<file path="config.mk">
export PLATFORM = sky130hd
export DESIGN_NAME = time_of_day_capture_counter
export DESIGN_NICKNAME = d
export VERILOG_FILES = /design/src/tod_capture_pkg.sv /design/src/time_of_day_capture_counter.sv
export SDC_FILE = /design/constraint.sdc
export NUM_CORES = 1
export LEC_CHECK = 0
export BUFFER_PORTS_ARGS = -buffer_cell sky130_fd_sc_hd__buf_2
export CAP_MARGIN = 20
export CORE_ASPECT_RATIO = 1.1
export CORE_UTILIZATION = 35
export CTS_CLUSTER_DIAMETER = 60
export DETAILED_ROUTE_END_ITERATION = 16
export GPL_TIMING_DRIVEN = 0
export PLACE_DENSITY = 0.58
export SYNTH_ARGS = -nofsm -noshare
export SYNTH_HDL_FRONTEND = slang
export SYNTH_SLANG_ARGS = --single-unit
</file>
<file path="constraint.sdc">
create_clock -name clk_sys -period 5.9 [get_ports clk_sys]
set_input_delay 1.18 -clock clk_sys [delete_from_list [all_inputs] [get_ports clk_sys]]
set_output_delay 1.18 -clock clk_sys [all_outputs]
set_load 0.02 [all_outputs]
</file>
<file path="src/tod_capture_pkg.sv">
// Behaviour
// - capture on pin edge or chip-select fall
// - any pin selectable as capture trigger
// - capture latches counter into 40-bit field
// - host reads LSB to re-arm capture
// - count clock pll2/20 or pll3/8
// - source select 0 pll3, 1 pll2
// - trigger select 1 pin, 0 chip select
// - enable bit activates counting and capture
// - chip-select fall captures unless blocked
// - msb read blocks chip-select captures until lsb
// - one multibyte read captures and re-arms
// - pin function code 0x27 selects capture pin
// - pin captures blocked until lsb read
// - capture value shown as five byte registers
// - counter counts up, wraps to zero
// - disabled counter held at zero
// - polarity invert 0 means rising edge
package tod_capture_pkg;
  localparam int COUNT_W = 40;
  localparam int NUM_PINS = 8;
  localparam int PIN_IDX_W = 3;
  localparam int MODE_W = 8;
  localparam int BYTE_W = 8;
  localparam int NUM_BYTES = 5;
  localparam logic [MODE_W-1:0] TIME_CAPTURE_PIN_FUNCTION = 8'h27;
  localparam int PLL2_DIV = 20;
  localparam int PLL3_DIV = 8;
  localparam int DIV_W = 5;
  localparam logic SRC_PLL3 = 1'h0;
  localparam logic SRC_PLL2 = 1'h1;
  localparam logic TRIG_CHIP_SELECT = 1'h0;
  localparam logic TRIG_PIN = 1'h1;
  localparam logic [COUNT_W-1:0] COUNT_RESET = 40'h00_0000_0000;
  localparam logic [DIV_W-1:0] DIV_RESET = 5'h00;
  typedef enum logic {ARMED, BLOCKED} cap_state_t;
endpackage : tod_capture_pkg

</file>
<file path="src/time_of_day_capture_counter.sv">
`timescale 1ns/100ps
`default_nettype none
module time_of_day_capture_counter import tod_capture_pkg::*; (
  input wire logic clk_sys,
  input wire logic rst_b,
  input wire logic clkEn,
  input wire logic pll2VcoTick,
  input wire logic pll3VcoTick,
  input wire logic countClockSourceSelect,
  input wire logic captureTriggerSelect,
  input wire logic timeCounterEnable,
  input wire logic [NUM_PINS*MODE_W-1:0] pinFunctionSelect,
  input wire logic [NUM_PINS-1:0] pinPolarityInvert,
  input wire logic [NUM_PINS-1:0] pinIn,
  input wire logic serialChipSelect_b,
  input wire logic readMsbStrobe,
  input wire logic readLsbStrobe,
  output logic [COUNT_W-1:0] capturedTimeCount,
  output logic [COUNT_W-1:0] timeCount,
  output logic captureBlocked,
  output logic capturePulse
);
  // ==========================================================
  // state
  typedef struct packed {
    logic [DIV_W-1:0] div;
    logic [COUNT_W-1:0] count;
    logic [COUNT_W-1:0] captured;
    logic [NUM_PINS-1:0] pinSync1;
    logic [NUM_PINS-1:0] pinSync2;
    logic [NUM_PINS-1:0] pinPrev;
    logic csSync1;
    logic csSync2;
    logic csPrev;
    cap_state_t capState;
    logic capPulse;
  } state_t;

  state_t st;
  state_t next_st;

  // ==========================================================
  // helpers
  function automatic logic isCapturePin(input logic [NUM_PINS*MODE_W-1:0] modes, input int idx);
    isCapturePin = (modes[idx*MODE_W +: MODE_W] == TIME_CAPTURE_PIN_FUNCTION);
  endfunction : isCapturePin

  logic divTick;
  logic [DIV_W-1:0] divLast;
  logic srcTick;
  logic [NUM_PINS-1:0] activeLevel;
  logic [NUM_PINS-1:0] activePrev;
  logic pinEvent;
  logic csEvent;
  logic trigEvent;
  logic blocked;

  // ==========================================================
  // next state
  always_comb begin
    next_st = st;
    srcTick = (countClockSourceSelect == SRC_PLL2) ? pll2VcoTick : pll3VcoTick;
    divLast = (countClockSourceSelect == SRC_PLL2) ? DIV_W'(PLL2_DIV - 1) : DIV_W'(PLL3_DIV - 1);
    divTick = srcTick && (st.div >= divLast);
    // polarity folded in so the edge detector only looks for rising levels
    activeLevel = st.pinSync2 ^ pinPolarityInvert;
    activePrev = st.pinPrev ^ pinPolarityInvert;
    pinEvent = 1'h0;
    for (int i = 0; i < NUM_PINS; i++) begin
      if (isCapturePin(pinFunctionSelect, i) && activeLevel[i] && !activePrev[i]) begin
        pinEvent = 1'h1;
      end
    end
    csEvent = st.csPrev && !st.csSync2;
    trigEvent = (captureTriggerSelect == TRIG_PIN) ? pinEvent : csEvent;
    blocked = (st.capState == BLOCKED);
    next_st.pinSync1 = pinIn;
    next_st.pinSync2 = st.pinSync1;
    next_st.pinPrev = st.pinSync2;
    next_st.csSync1 = serialChipSelect_b;
    next_st.csSync2 = st.csSync1;
    next_st.csPrev = st.csSync2;
    next_st.capPulse = 1'h0;
    if (!timeCounterEnable) begin
      next_st.count = COUNT_RESET;
      next_st.div = DIV_RESET;
      next_st.capState = ARMED;
    end else begin
      if (srcTick) begin
        next_st.div = divTick ? DIV_RESET : st.div + DIV_W'(1);
      end
      if (divTick) begin
        next_st.count = st.count + COUNT_W'(1);
      end
      case (st.capState)
        ARMED: begin
          if (trigEvent) begin
            next_st.captured = st.count;
            next_st.capPulse = 1'h1;
            if (captureTriggerSelect == TRIG_PIN) begin
              next_st.capState = BLOCKED;
            end
          end
        end
        BLOCKED: begin
          next_st.capState = BLOCKED;
        end
        default: begin
          next_st.capState = ARMED;
        end
      endcase
      // msb read blocks at once: the frame that read it already used the value
      // latched at its own chip-select fall, so later falls must not overwrite it
      if ((captureTriggerSelect == TRIG_CHIP_SELECT) && readMsbStrobe) begin
        next_st.capState = BLOCKED;
      end
      // lsb read re-arms; within one multibyte read this wins
      if (readLsbStrobe) begin
        next_st.capState = ARMED;
      end
    end
  end

  // ==========================================================
  // registers
  always_ff @(posedge clk_sys) begin
    if (!rst_b) begin
      st <= '0;
    end else if (clkEn) begin
      st <= next_st;
    end
  end

  assign capturedTimeCount = st.captured;
  assign timeCount = st.count;
  assign captureBlocked = logic'(st.capState);
  assign capturePulse = st.capPulse;
endmodule : time_of_day_capture_counter
`default_nettype wire

</file>
==> key figures <==
Clock network
  • CTS root buf: clkbuf_16
  • CTS resizes: 0
  • Clock Sinks: 114
  • Clock Tree Buf Depth: 2
  • Clock Latency Late Sink: 410 ps
  • CTS Buf Count: 17
  • CTS tree: built
  • Post-CTS Hold Buffers: 0
  • H-tree depth: 4
  • Clock slew at reported path FFs: 60 ps
  • Setup bufs post-CTS: 0

Pwr
  • Leakage power: 3.39 nW
  • Total power: 0.00203 W
  • PD cells: 264 nW/µm²
  • VDD IR max: 0.220 mV

Layout
  • Layout cell share with drive strength beyond 1: 33.7%
  • Register area: 2280 µm²
  • Post-route cell area: 7700 µm²
  • Nets: 972
  • Area grow syn2layout: 29.6%
  • Most frequent cells in the layout: buf_2, dfxtp_1, nand2_1, buf_4, mux2i_1
  • Multi-input gate area: 2880 µm²
  • Ant. Diodes: 0
  • Commonest non-fill, non-tap cell in the layout: buf_2
  • Fill cell count: 1,667

Placed design
  • Port Buffers: 170
  • DP HPWL: 11,000 µm
  • DP Area: 7050 µm²
  • Routability Congestion: 0.744

Global route
  • Total track usage: 17.6%
  • GRT overflow: 0
  • Global-route wire length before repair: 24,700 µm
  • Largest net degree at the start of global routing: 17
  • Initial antenna violation count: 0
  • Vias in the first global route: 4,998

Floorplanning
  • Cell row count: 49
  • Die X: 126 µm
  • Core box area: 16,500 µm²
  • Starting Density: 36.0%
  • DIE HEIGHT: 139 µm
  • Die Area: 17,500 µm²
  • IO Pins: 173

Yosys
  • EDFF count, synth: 0
  • Syn Nets: 783
  • Share of flip-flops with an asynchronous set or reset: 0%
  • Yosys warns: 0
  • Post-Syn Instances: 688
  • Yosys reg bits: 114
  • Avg Cell Area, Syn: 8.63 µm²
  • Synth Flop Type: dfxtp_1
  • Synthesized area: 5940 µm²
  • Library cells used by synthesis: 54
  • Seq/Total Area, Yosys: 38.4%

Timing
  • Final hold violations: 0
  • Clock period minus worst slack: 3190 ps
  • Fmax: 314 MHz
  • Worst-Margin Slew: 885 ps
  • Clk_skew: 10.9 ps
  • Slew margin rel.: 40.5%
  • Pins over their slew limit: 0
  • Sum of negative setup slack: 0 ps
  • WHS: 455 ps
  • Final Cycle Share: 54.0%
  • # setup viols final: 0
  • RSZ-0062 raised after global routing: false

Worst setup path
  • Flop-to-flop setup slack: 3270 ps
  • Setup crit end kind: flop
  • Crit-path max FO: 10
  • Setup crit start kind: input port
  • WS Path Type: in2reg
  • CP required: 6230 ps
  • CP Data Arrival Time: 3520 ps

Detailed routing
  • Via count: 5,136
  • Wire per inst: 13.5 µm
  • Final ANT Viol Nets: 0
  • 1st-iter DRT viols: 280
  • DR pass1 iterations: 5
  • Routed WL: 14,800 µm
  • Vias per cell: 4.69
  • Drc violations: 0

Run
  • Max_cap viols: 0

Run status
  • Status: completed

Worst hold path
  • Hold WC Path Type: reg2reg
-- kinds of logic (layout without fill, tap and decap cells) --
logic type	count (synthesis)	count (layout)	synth area share [%]
compound gates	67	67	6.78
xor+xnor	20	20	2.95
fa+ha+maj	4	4	0.842
buf+inv	120	322	13.2
flops	114	114	38.4
mux	69	69	11.6
simple gates	294	294	26.2
-- final timing paths --
| path | startpoint | end | cells after the start |
|---|---|---|---|
| worst max register to register | st[109] | timeCount[10] | 8 |
| worst min-delay path | capturedTimeCount[27] | capturedTimeCount[27] | 2 |
| worst min register to register | capturedTimeCount[27] | capturedTimeCount[27] | 2 |
| worst max-delay path | pinFunctionSelect[19] | capturedTimeCount[14] | 8 |
-- per-stage QoR --
stage	utilization [%]	worst slack [ps]	std cells
after detailed placement	42.7	2200	1062
after global routing	46.7	2490	1094
after CTS	46.7	2630	1094
after floorplan	-	3050	688
final	46.7	2710	1094
after global placement	42.7	2080	1062
-- power breakdown --
| group | switching (W) | total [W] | internal, W |
|---|---|---|---|
| logic | 0.0000605 | 0.000111 | 0.0000503 |
| registers | 0.00000666 | 0.000786 | 0.000779 |
| clock network | 0.000356 | 0.00114 | 0.000780 |
| total | 0.000423 | 0.00203 | 0.00161 |
-- area by class of cell --
cell class              count  area share (%)
multi-input cells         454            37.4
inverters                  10           0.487
flip-flops and latches    114            29.6
clock inverters            10            2.32
repair buffers            170            11.0
plain buffers             110            9.67
well taps                 204            3.31
clock buffers              22            6.16
-- critical path, cell delays in order --
cell      delay (ps)
buf_2             90
nor4bb_1         290
nand4_1          140
o22ai_1          230
nor4_1           130
nor4_2           790
buf_2            430
mux2i_1          230
-- synth_stat cells, drive strengths merged, types with 7 or more instances --
cell	instances	area, µm²
or3	15	95.1
a21oi	27	135
mux2i	68	681
nand3	21	110
o21ai	17	88.8
and3	7	43.8
nor4	8	71.3
nand2	111	417
clkbuf	22	92.6
xor2	7	61.3
nor3	10	55.1
nor4bb	9	90.1
dfxtp	114	2280
nor2	38	143
nor2b	31	194
xnor2	13	114
nand4	19	140
buf	88	652
inv	10	37.5
-- per-layer routing --
| layer | global-route usage [%] | share of wire [%] | wire, µm |
|---|---|---|---|
| met1 | 22.6 | 47 | 7000 |
| met2 | 29.4 | 48 | 7040 |
| met3 | 3.90 | 4.3 | 631 |
| met4 | 4.95 | 0.94 | 140 |
| met5 | 0 | 0 | 0 |
-- flip-flops by register name (all words and copies together), names as in the netlist --
| signal | count |
|---|---|
| timeCount | 40 |
| capturedTimeCount | 40 |
| captureBlocked | 1 |
| capturePulse | 1 |
| next_st | 18 |
| st | 14 |
Power figures use the tool's default switching activity.
